`src/inc/flmc_consts.vh`:
```
// Constants for the flash LED mode and fault control core.
// Assumes a 100 MHz core clock and a serial slave outside that decodes accesses.
//
// Operation
// - Filtered open-LED overvoltage in torch/flash sets flag, attention, forces ready.
// - Thermistor warning level sets flag and attention, mode unchanged.
// - Thermistor hot level sets flag, attention, forces ready.
// - Die overheat trip forces ready, sets flag and attention.
// - Overcurrent flag follows limit live, no latch, attention or mode change.
// - Output short flag high during 360 us precharge; stays high if no 100 mV.
// - Latched flags set by events, cleared only by a status read.
// - Flash running and overcurrent flags are live; all flags reset to zero.
// - After power-on, hold reset about 1 us, release attention, sample strap.
// - Shutdown keeps only serial side alive; entered on reset or power-up bit clear.
// - Ready: blocks on, converter off, LED off, indicator allowed only here.
// - Ready entered from shutdown, from flash drop or time-out, from torch clear.
// - Hard-triggered flash lasts as long as strobe, capped by time-out.
// - Time-out counter accumulates across pulses; command write reloads it.
// - Time-out clears arm bit and running flag, returns ready, pulls attention.
// - Internally timed flash end pulls attention low for 11 us.
// - Time-out field 0..15 means 0..1.5 s in 100 ms steps, field unchanged.
// - Flash active is arm bit AND strobe, and only with power-up bit set.
// - Flash running flag is high for the whole of flash mode.
// - Status bits MSB..LSB: short, running, open, warn, hot, overheat, overcurrent, short-out.
`ifndef FLMC_CONSTS_VH
`define FLMC_CONSTS_VH

`define FLMC_CLK_MHZ 100
`define FLMC_POR_TIME_NS 1000
`define FLMC_POR_CYCLES ((`FLMC_POR_TIME_NS * `FLMC_CLK_MHZ) / 1000)
`define FLMC_PRECHARGE_TIME_US 360
`define FLMC_PRECHARGE_CYCLES (`FLMC_PRECHARGE_TIME_US * `FLMC_CLK_MHZ)
`define FLMC_TICK_TIME_MS 100
`define FLMC_TICK_CYCLES (`FLMC_TICK_TIME_MS * 1000 * `FLMC_CLK_MHZ)
`define FLMC_ATN_PULSE_TIME_US 11
`define FLMC_ATN_PULSE_CYCLES (`FLMC_ATN_PULSE_TIME_US * `FLMC_CLK_MHZ)
`define FLMC_FILTER_CYCLES 4

`define FLMC_CMD_RESET 8'h00
`define FLMC_STAT_RESET 8'h00
`define FLMC_CMD_POWER_UP_BIT 7
`define FLMC_CMD_ARM_BIT 6
`define FLMC_CMD_TORCH_BIT 5
`define FLMC_CMD_THERM_BIT 4
`define FLMC_CMD_TIMEOUT_MSB 3
`define FLMC_CMD_TIMEOUT_LSB 0

`define FLMC_ST_SHORT_LED 7
`define FLMC_ST_FLASH_RUN 6
`define FLMC_ST_OPEN_LED 5
`define FLMC_ST_THERM_WARN 4
`define FLMC_ST_THERM_HOT 3
`define FLMC_ST_DIE_HOT 2
`define FLMC_ST_OVERCURRENT 1
`define FLMC_ST_OUT_SHORT 0

`endif

```
`src/hw/flmc_filter.v`:
```
// Spike filter: output follows input only after it holds steady N cycles.
// Assumes the input is already synchronised to CLK.
`timescale 1ns/1ps
`default_nettype none
module flmc_filter #(
    parameter integer N = 4
) (
    input wire clk,
    input wire rst,
    input wire din,
    output reg dout
);
    reg [7:0] cnt_reg;

    always @(posedge clk) begin
        if (rst) begin
            cnt_reg <= 8'h00;
            dout <= 1'b0;
        end else if (din == dout) begin
            cnt_reg <= 8'h00;
        end else if (cnt_reg == N[7:0] - 8'h01) begin
            cnt_reg <= 8'h00;
            dout <= din;
        end else begin
            cnt_reg <= cnt_reg + 8'h01;
        end
    end
endmodule
`default_nettype wire

```
`src/hw/flmc_core.v`:
```
// Mode sequencer, fault flags and flash time-out for the flash LED driver.
// Assumes a serial slave drives CMD_WR/CMD_WDATA and STAT_RD; analog inputs are async comparators.
`timescale 1ns/1ps
`default_nettype none
`include "flmc_consts.vh"
module flmc_core #(
    parameter integer POR_CYCLES = `FLMC_POR_CYCLES,
    parameter integer PRECHARGE_CYCLES = `FLMC_PRECHARGE_CYCLES,
    parameter integer TICK_CYCLES = `FLMC_TICK_CYCLES,
    parameter integer ATN_PULSE_CYCLES = `FLMC_ATN_PULSE_CYCLES
) (
    input wire CLK,
    input wire RST,
    input wire CMD_WR,
    input wire [7:0] CMD_WDATA,
    input wire STAT_RD,
    input wire FLASH_STROBE_PIN,
    input wire ADDR_STRAP,
    input wire OPEN_LED_CMP,
    input wire SHORT_LED_CMP,
    input wire THERM_WARN_CMP,
    input wire THERM_HOT_CMP,
    input wire DIE_HOT_CMP,
    input wire OVERCURRENT_CMP,
    input wire OUT_OK_CMP,
    output reg [7:0] CMD_RDATA,
    output reg [7:0] STATUS_FLAGS,
    output reg [1:0] MODE,
    output reg ATTENTION_N_O,
    output reg ATTENTION_N_OE_N,
    output reg SDA_RELEASE,
    output reg ADDR_SEL,
    output reg CONVERTER_EN,
    output reg LED_CONNECT,
    output reg PRECHARGE_EN,
    output reg THERM_BIAS_EN,
    output reg INDICATOR_EN,
    output reg FLASH_SEL
);
    localparam [1:0] M_SHUTDOWN = 2'b00;
    localparam [1:0] M_READY = 2'b01;
    localparam [1:0] M_TORCH = 2'b10;
    localparam [1:0] M_FLASH = 2'b11;
    localparam integer NSYNC = 8;

    ////////////////////////////////////////////////////////////////////////////
    // Two-stage synchronisers, one per async input
    wire [NSYNC-1:0] async_in;
    reg [NSYNC-1:0] sync1_reg;
    reg [NSYNC-1:0] sync2_reg;
    assign async_in = {FLASH_STROBE_PIN, OPEN_LED_CMP, SHORT_LED_CMP, THERM_WARN_CMP,
                       THERM_HOT_CMP, DIE_HOT_CMP, OVERCURRENT_CMP, OUT_OK_CMP};
    genvar gi;
    generate
        for (gi = 0; gi < NSYNC; gi = gi + 1) begin : g_sync
            always @(posedge CLK) begin
                if (RST) begin
                    sync1_reg[gi] <= 1'b0;
                    sync2_reg[gi] <= 1'b0;
                end else begin
                    sync1_reg[gi] <= async_in[gi];
                    sync2_reg[gi] <= sync1_reg[gi];
                end
            end
        end
    endgenerate
    wire strobe_s = sync2_reg[7];
    wire short_s = sync2_reg[5];
    wire warn_s = sync2_reg[4];
    wire hot_s = sync2_reg[3];
    wire die_s = sync2_reg[2];
    wire oc_s = sync2_reg[1];
    wire outok_s = sync2_reg[0];
    reg strap_s1_reg;
    reg strap_s2_reg;

    // Open-LED comparator sees switching spikes, so it is filtered
    wire open_f;
    flmc_filter #(.N(`FLMC_FILTER_CYCLES)) u_open_filter (
        .clk(CLK),
        .rst(RST),
        .din(sync2_reg[6]),
        .dout(open_f)
    );

    ////////////////////////////////////////////////////////////////////////////
    // Power-on hold
    reg [7:0] por_cnt_reg;
    wire por_busy = (por_cnt_reg != 8'h00);

    always @(posedge CLK) begin
        if (RST) begin
            por_cnt_reg <= POR_CYCLES[7:0];
            strap_s1_reg <= 1'b0;
            strap_s2_reg <= 1'b0;
            ADDR_SEL <= 1'b0;
        end else begin
            strap_s1_reg <= ADDR_STRAP;
            strap_s2_reg <= strap_s1_reg;
            if (por_busy) begin
                por_cnt_reg <= por_cnt_reg - 8'h01;
                ADDR_SEL <= strap_s2_reg;
            end
        end
    end

    ////////////////////////////////////////////////////////////////////////////
    // Command register and mode sequencer
    reg [7:0] cmd_reg;
    reg [1:0] mode_reg;
    reg [1:0] mode_next;
    reg [3:0] tout_cnt_reg;
    reg [31:0] tick_cnt_reg;
    reg [15:0] pulse_cnt_reg;
    reg [15:0] pre_cnt_reg;
    reg pre_done_reg;
    reg [7:0] latched_reg;

    wire wr_ok = CMD_WR && !por_busy;
    wire power_up = cmd_reg[`FLMC_CMD_POWER_UP_BIT];
    wire arm = cmd_reg[`FLMC_CMD_ARM_BIT];
    wire torch = cmd_reg[`FLMC_CMD_TORCH_BIT];
    wire flash_active = arm && strobe_s && power_up;
    wire lit = (mode_reg == M_TORCH) || (mode_reg == M_FLASH);
    wire open_ev = lit && open_f;
    wire short_ev = lit && short_s;
    wire hot_ev = hot_s;
    wire warn_ev = warn_s;
    wire die_ev = die_s;
    wire outshort_ev = pre_done_reg && !outok_s && power_up;
    // Faults that force ready
    // Latched open, hot, overheat and output-short faults hold ready until read, else torch would retry straight into the fault
    wire force_ready = open_ev || hot_ev || die_ev || latched_reg[`FLMC_ST_OPEN_LED] ||
                       latched_reg[`FLMC_ST_THERM_HOT] || latched_reg[`FLMC_ST_DIE_HOT] ||
                       latched_reg[`FLMC_ST_OUT_SHORT];
    wire tick = (tick_cnt_reg == TICK_CYCLES - 1);
    wire timeout = (mode_reg == M_FLASH) && flash_active && tick && (tout_cnt_reg <= 4'h1);
    wire zero_tout = (mode_reg == M_FLASH) && (tout_cnt_reg == 4'h0);
    wire flash_end = timeout || zero_tout;

    always @* begin
        mode_next = mode_reg;
        case (mode_reg)
            M_SHUTDOWN: begin
                if (power_up && !por_busy && pre_done_reg && outok_s)
                    mode_next = M_READY;
            end
            M_READY: begin
                if (!power_up)
                    mode_next = M_SHUTDOWN;
                else if (force_ready)
                    mode_next = M_READY;
                else if (flash_active && tout_cnt_reg != 4'h0)
                    mode_next = M_FLASH;
                else if (torch)
                    mode_next = M_TORCH;
            end
            M_TORCH: begin
                if (!power_up)
                    mode_next = M_SHUTDOWN;
                else if (force_ready || !torch)
                    mode_next = M_READY;
                else if (flash_active && tout_cnt_reg != 4'h0)
                    mode_next = M_FLASH;
            end
            M_FLASH: begin
                if (!power_up)
                    mode_next = M_SHUTDOWN;
                else if (force_ready || !flash_active || flash_end)
                    mode_next = M_READY;
            end
            default: mode_next = M_SHUTDOWN;
        endcase
    end

    always @(posedge CLK) begin
        if (RST) begin
            cmd_reg <= `FLMC_CMD_RESET;
            mode_reg <= M_SHUTDOWN;
            tout_cnt_reg <= 4'h0;
            tick_cnt_reg <= 32'h0000_0000;
        end else begin
            mode_reg <= mode_next;
            if (wr_ok) begin
                cmd_reg <= CMD_WDATA;
                tout_cnt_reg <= CMD_WDATA[`FLMC_CMD_TIMEOUT_MSB:`FLMC_CMD_TIMEOUT_LSB];
                tick_cnt_reg <= 32'h0000_0000;
            end else begin
                if (flash_end)
                    cmd_reg[`FLMC_CMD_ARM_BIT] <= 1'b0;
                // Counter only runs in flash mode with the flash active, so gaps between pulses add nothing
                if (mode_reg == M_FLASH && flash_active) begin
                    if (tick) begin
                        tick_cnt_reg <= 32'h0000_0000;
                        if (tout_cnt_reg != 4'h0)
                            tout_cnt_reg <= tout_cnt_reg - 4'h1;
                    end else begin
                        tick_cnt_reg <= tick_cnt_reg + 32'h0000_0001;
                    end
                end
            end
        end
    end

    ////////////////////////////////////////////////////////////////////////////
    // Output precharge check at start-up
    always @(posedge CLK) begin
        if (RST) begin
            pre_cnt_reg <= 16'h0000;
            pre_done_reg <= 1'b0;
        end else if (!power_up || por_busy) begin
            pre_cnt_reg <= 16'h0000;
            pre_done_reg <= 1'b0;
        end else if (!pre_done_reg) begin
            if (pre_cnt_reg == PRECHARGE_CYCLES[15:0] - 16'h0001)
                pre_done_reg <= 1'b1;
            else
                pre_cnt_reg <= pre_cnt_reg + 16'h0001;
        end
    end
    wire precharging = power_up && !por_busy && !pre_done_reg;

    ////////////////////////////////////////////////////////////////////////////
    // Status flags: set beats the read clear
    wire [7:0] set_vec;
    assign set_vec = {short_ev, 1'b0, open_ev, warn_ev, hot_ev, die_ev, 1'b0, outshort_ev};
    wire rd_ok = STAT_RD && !por_busy;

    always @(posedge CLK) begin
        if (RST) begin
            latched_reg <= `FLMC_STAT_RESET;
        end else begin
            latched_reg <= (rd_ok ? 8'h00 : latched_reg) | set_vec;
        end
    end

    wire [7:0] status_next;
    assign status_next = {latched_reg[7], (mode_next == M_FLASH), latched_reg[5:2], oc_s,
                          latched_reg[0] | precharging};

    ////////////////////////////////////////////////////////////////////////////
    // Attention line: level from latched faults, plus a pulse when a timed flash ends
    always @(posedge CLK) begin
        if (RST) begin
            pulse_cnt_reg <= 16'h0000;
        end else if (flash_end && mode_reg == M_FLASH) begin
            pulse_cnt_reg <= ATN_PULSE_CYCLES[15:0];
        end else if (pulse_cnt_reg != 16'h0000) begin
            pulse_cnt_reg <= pulse_cnt_reg - 16'h0001;
        end
    end
    // Overcurrent bit excluded: it never asks for attention
    wire atn_assert = (latched_reg != 8'h00) || (pulse_cnt_reg != 16'h0000);

    ////////////////////////////////////////////////////////////////////////////
    // Registered outputs
    always @(posedge CLK) begin
        if (RST) begin
            CMD_RDATA <= `FLMC_CMD_RESET;
            STATUS_FLAGS <= `FLMC_STAT_RESET;
            MODE <= M_SHUTDOWN;
            ATTENTION_N_O <= 1'b0;
            ATTENTION_N_OE_N <= 1'b1;
            SDA_RELEASE <= 1'b1;
            CONVERTER_EN <= 1'b0;
            LED_CONNECT <= 1'b0;
            PRECHARGE_EN <= 1'b0;
            THERM_BIAS_EN <= 1'b0;
            INDICATOR_EN <= 1'b0;
            FLASH_SEL <= 1'b0;
        end else begin
            CMD_RDATA <= cmd_reg;
            STATUS_FLAGS <= status_next;
            MODE <= mode_reg;
            ATTENTION_N_O <= 1'b0;
            ATTENTION_N_OE_N <= por_busy ? 1'b1 : !atn_assert;
            SDA_RELEASE <= por_busy;
            CONVERTER_EN <= (mode_reg == M_TORCH) || (mode_reg == M_FLASH);
            LED_CONNECT <= (mode_reg == M_TORCH) || (mode_reg == M_FLASH);
            PRECHARGE_EN <= precharging;
            THERM_BIAS_EN <= (mode_reg != M_SHUTDOWN) && (cmd_reg[`FLMC_CMD_THERM_BIT] || mode_reg != M_READY);
            INDICATOR_EN <= (mode_reg == M_READY);
            FLASH_SEL <= (mode_reg == M_FLASH);
        end
    end
endmodule
`default_nettype wire

```
`config.mk`:
```
export PLATFORM = sky130hd
export DESIGN_NAME = flmc_core
export DESIGN_NICKNAME = d
export VERILOG_FILES = /design/src/hw/flmc_filter.v /design/src/hw/flmc_core.v
export VERILOG_INCLUDE_DIRS = /design/src /design/src/inc
export SDC_FILE = /design/constraint.sdc
export NUM_CORES = 1
export LEC_CHECK = 0
export BUFFER_PORTS_ARGS = -buffer_cell sky130_fd_sc_hd__buf_4
export CAP_MARGIN = 20
export CORE_MARGIN = 10
export CORE_UTILIZATION = 30
export DETAILED_ROUTE_END_ITERATION = 8
export GPL_TIMING_DRIVEN = 0
export SLEW_MARGIN = 10
export SYNTH_ARGS = -nofsm -noshare
export SYNTH_HDL_FRONTEND = slang
export SYNTH_HIERARCHICAL = 1
export SYNTH_SLANG_ARGS = --single-unit
```
`constraint.sdc`:
```
create_clock -name CLK -period 2.13 [get_ports CLK]
set_input_delay 0.213 -clock CLK [delete_from_list [all_inputs] [get_ports CLK]]
set_output_delay 0.213 -clock CLK [all_outputs]
set_load 0.005 [all_outputs]
```
Word-level counts from Yosys, hierarchy flattened:

Index checks and enable logic that the tools add are counted.

* output and inout port bits: 28
* register bits: 148
* input port bits: 21

* $add $sub $neg: 6
* reductions and logical operators: 60
* bitwise operators: 5
* eq/ne operators: 9
* magnitude comparators: 1
* mux-type cells: 23

Operators by type and width (count)
* adder 32 x 1 -> 32 bit, second input constant: 1
* == test 32 x 24 -> 1 bit, second input constant: 1
* 2-to-1 mux 32 bit: 1
* 2-to-1 mux 11 bit: 2
* 2-to-1 mux 2 bit: 10
* logical AND 1 bit: 19
* adder 16 x 1 -> 16 bit, second input constant: 1
* == test 16 bit, second input constant: 1
* 2-to-1 mux 4 bit: 4
* nonzero test 16 bit: 1
* nonzero test 8 bit: 2
* subtractor 16 x 1 -> 16 bit, second input constant: 1
* logical OR 1 bit: 14
* nonzero test 2 bit: 6
* adder 8 x 1 -> 8 bit, second input constant: 1
* == test 8 x 2 -> 1 bit, second input constant: 1
* 2-to-1 mux 8 bit: 1
* OR 8 bit: 1
* case mux 2 bit (4 select lines): 1
* OR reduction 2 bit: 4
* subtractor 8 x 1 -> 8 bit, second input constant: 1
* zero test 1 bit: 7
* == test 2 bit, second input constant: 3
* less-or-equal comparator 4 x 1 -> 1 bit, second input constant: 1
* 13 further kinds: 19

Longest topological paths before layout:

* word-level depth: 15
* mapped depth: 8
* gate-level depth less buffers: 7

By module:

Netlist, hierarchy kept.

By module, submodules not included
* flmc_core: sequential area each 2742.6 um^2, cells each 609, instances 1, area an instance 5580.4 um^2
* flmc_filter: sequential area each 180.2 um^2, cells each 43, instances 1, area an instance 387.9 um^2

Least setup slack after synthesis:

OpenSTA, ideal clock, no wires.

* path kind: register -> register
* from: register tout_cnt_reg[0]
* to: register tout_cnt_reg[3]
* arrival: 1.901 ns
* cell stages (with the launch flop): 8
* path slack: 0.138 ns
* period minus slack after synthesis: 1.992 ns
* cells stage by stage: dfxtp_1 -> inv_1 -> ha_1 -> or3b_1 -> nor2_1 -> or4_1 -> or4_1 -> a311oi_1

* longest elaborated chain between the ends: 5

Ends and longest elaborated chain
* start: declaration: RTL line flmc_core.v:112 `reg [3:0] tout_cnt_reg;`
* start signal: assignment: RTL line flmc_core.v:186 `` tout_cnt_reg <= CMD_WDATA[`FLMC_CMD_TIMEOUT_MSB:`FLMC_CMD_TIMEOUT_LSB]; ``
* start signal: assignment: RTL line flmc_core.v:196 `tout_cnt_reg <= tout_cnt_reg - 4'h1;`
* subtractor 4 x 1 -> 4 bit: RTL line flmc_core.v:196
* 2-to-1 mux 4 bit: RTL line flmc_core.v:195 `if (tout_cnt_reg != 4'h0)`
* 2-to-1 mux 4 bit: RTL line flmc_core.v:193 `if (tick) begin`
* 2-to-1 mux 4 bit: RTL line flmc_core.v:192 `if (mode_reg == M_FLASH && flash_active) begin`
* 2-to-1 mux 4 bit: RTL line flmc_core.v:184 `if (wr_ok) begin`

Parallel ways exist; a longest one is shown, timed or not. The select of a mux whose other input is x is not followed.
A chain may end at the register's enable or synchronous reset.

Final worst setup path:

Ends and elaborated chain as after synthesis.

==> flow_summary.yaml <==
hold_path:
  hold_depth: 2
  hold_class: "in -> reg"
  min_from: "THERM_WARN_CMP"
  hold_end: "sync1_reg[4]"
place:
  post-place-ws_ns: -0.302
  place_hpwl_um: 9560
  finalWeightedCongestion: 0.775
  io_buffers: 47
clock_network:
  clkTransAtPathRegs_ns: 0.06
  cts_tree: "done"
  cts_root_buf: "clkbuf_16"
  htreeDepth: 4
  clk_latency_ns: 0.42
  cts_sinks: 146
  numCtsBuffers: 17
  clockBufferDepth: 2
critical_path:
  reg2reg_setup_slack_ns: 0.05
  worstSetupStartpointType: "flop"
  ff2ff_path_depth: 7
  required_ns: 2.46
  worst_setup_path_end_kind: "flop"
  worstPathMaxFanout: 8
  critical_path_class: "reg -> reg"
  worst_ep_arrival_time_ns: 2.41
  r2r-end: "tout_cnt_reg[3]"
  timing.rr.start: "tout_cnt_reg[0]"
global_routing:
  grt_max_degree: 17
  antenna_found_initial: 0
  grt.total_usage_pct: 10.6
  busiest_layer: "met2"
  use_met3_pct: 2.47
  grt_pass1_wl_um: 22600
  grt_overflow: 0
  use_met1_pct: 13.5
  grtUsageMet2_pct: 16.8
  grt_pass1_vias: 4541
final_layout:
  layout_common_cells: "dfxtp_1, nor2_1, buf_4"
  fin_nets: 761
  antennaDiodeCount: 0
  fin_util_pct: 38.7
  areaGrowthSynthToFinish_pct: 26.6
  final_common_cell: "dfxtp_1"
  largest_reg_flops: 32
  drive_gt1_share_pct: 18.3
synth:
  syn_area_mm2: 0.00597
  synth_cells: 652
  synthFlopType: "dfxtp_1"
  ys_ff_latch: 146
  ys_top_cells_by_area: "dfxtp_1, nor2_1, xor2_1, nor2b_1, xnor2_1"
  yosysSeqAreaShare_pct: 49.0
  synth_top_area_share_pct: 49.0
  synth_top_area_cell: "dfxtp_1"
  yosysWarnings: 6
  syn_area_per_cell_um2: 9.15
  synth_cell_types: 65
  syn_nets: 681
  synth_edf_count: 0
  synthArstFlopShare_pct: 0
floorplanning:
  start_util_pct: 30.6
  coreArea_mm2: 0.0195
  num_rows: 51
  die_y_um: 161
  die_area_mm2: 0.0259
  io_pins: 49
  dieWidth_um: 161
detailed_routing:
  dr.pass1.iters: 4
  routed_wl_um: 13600
  ant_nets: 0
  drc: 0
  vias: 4717
  drtIter0Drc: 212
  post_drt_wl_per_cell_um: 13.4
  vias_per_cell: 4.67
timing:
  setup_viol: 0
  fmax_ghz: 0.482
  fin_worst_skew_ns: 0.0101
  slew_violations: 0
  rsz0062_at_grt: "true"
  layout_setup_ws_ns: 0.0549
  slew_headroom_pct: 47.3
  min_period_ns: 2.08
  hold_viol: 0
  fin_crit_sh_pct: 97.4
  finalSetupTns_ns: 0
  tightest_slew_ns: 0.784
job:
  drv_cap: 0
pwr:
  p_per_area_mw_per_mm2: 989
  vdd_ir_drop_max_mv: 0.639
  power.leakage_nw: 2.79
  power_mw: 7.47
status:
  status: "completed"
==> routing by layer <==
metal	up-vias	wire length, µm
li1	2442	-
met1	2206	6520
met2	63	6370
met3	6	559
met4	0	111
met5	-	0
==> final cells by class <==
cell class	instances	area [µm²]
Clock buffer	20	467
Sequential cell	146	2930
Inverter	17	63.8
Tap cell	265	332
Buffer	22	106
Timing Repair Buffer	63	488
Multi-Input combinational cell	465	2990
Fill cell	1990	12000
Clock inverter	12	179
==> how the worst max path moves through the flow <==
stage	startpoint	to	slack, ns	cells after the start
floorplan	tout_cnt_reg[0]	tout_cnt_reg[3]	0.14	7
global placement	por_cnt_reg[0]	pre_cnt_reg[5]	-0.30	8
detailed placement	por_cnt_reg[0]	pre_cnt_reg[4]	-0.30	8
CTS	por_cnt_reg[0]	tout_cnt_reg[1]	0.009	7
global route	tick_cnt_reg[25]	tout_cnt_reg[3]	-0.02	6
finish	tout_cnt_reg[0]	tout_cnt_reg[3]	0.05	7
==> through the flow <==
stage	hold WS (ns)	instance area [µm²]	instances
floorplan	0.282	5970	652
global placement	0.401	6650	964
detailed placement	0.406	6650	964
CTS	0.000515	7430	1003
global route	0.0138	7550	1010
finish	0.0182	7550	1010
==> where the power goes <==
part | internal (mW) | leakage [nW] | switching [mW] | total, mW
clock | 2.06 | 0.309 | 1.17 | 3.23
combinational | 0.525 | 1.29 | 0.655 | 1.18
sequential | 2.90 | 1.19 | 0.162 | 3.06
total | 5.48 | 2.79 | 1.99 | 7.47
==> synthesized netlist by cell type, drive strengths merged (2+ instances only) <==
master,number
nand3b,3
o21ai,24
nand2,41
o31ai,3
nor3b,5
a22oi,2
nand3,26
a21oi,36
a21o,3
and2,6
nor2,82
nor4,12
dfxtp,146
and4,3
o211ai,2
xor2,31
mux2i,5
xnor2,21
ha,8
nor3,13
and3,10
buf,7
nor4b,5
a21boi,2
nor2b,40
nand4,20
or3b,2
clkbuf,17
or3,24
nand4b,2
nand2b,2
a2111oi,3
or4,5
inv,17
a211oi,6
==> worst max-delay path, cell delays in order, from the launching register on <==
cell	delay, ns
dfxtp_2	0.35
inv_2	0.05
ha_1	0.19
or3b_4	0.25
nor2_2	0.07
or4_1	0.43
or4_1	0.41
a311oi_1	0.25
==> cells by family (layout without fill, tap and decap cells) <==
group | after synthesis | count (layout) | synth area share, %
XOR/XNOR | 52 | 52 | 7.63
AND/OR/NAND/NOR | 306 | 306 | 28.3
other | 1 | 1 | 0.0628
AO/OA/AOI/OAI | 93 | 93 | 9.64
buffers and inverters | 41 | 134 | 2.83
flip-flops | 146 | 146 | 49.0
adder cells (fa/ha/maj) | 8 | 8 | 1.68
multiplexers | 5 | 5 | 0.839
==> timing repair <==
action / in CTS / in global routing
hold endpoints to repair: 6 / 0
pin swaps: 3 / 4
resized for setup: 16 / 23
hold buffers: 6 / 0
buffers inserted: 2 / 8
cloned: 0 / 0
endpoints found under the setup margin: 68 / 82
No activity file was read; power rests on OpenSTA's default activity.
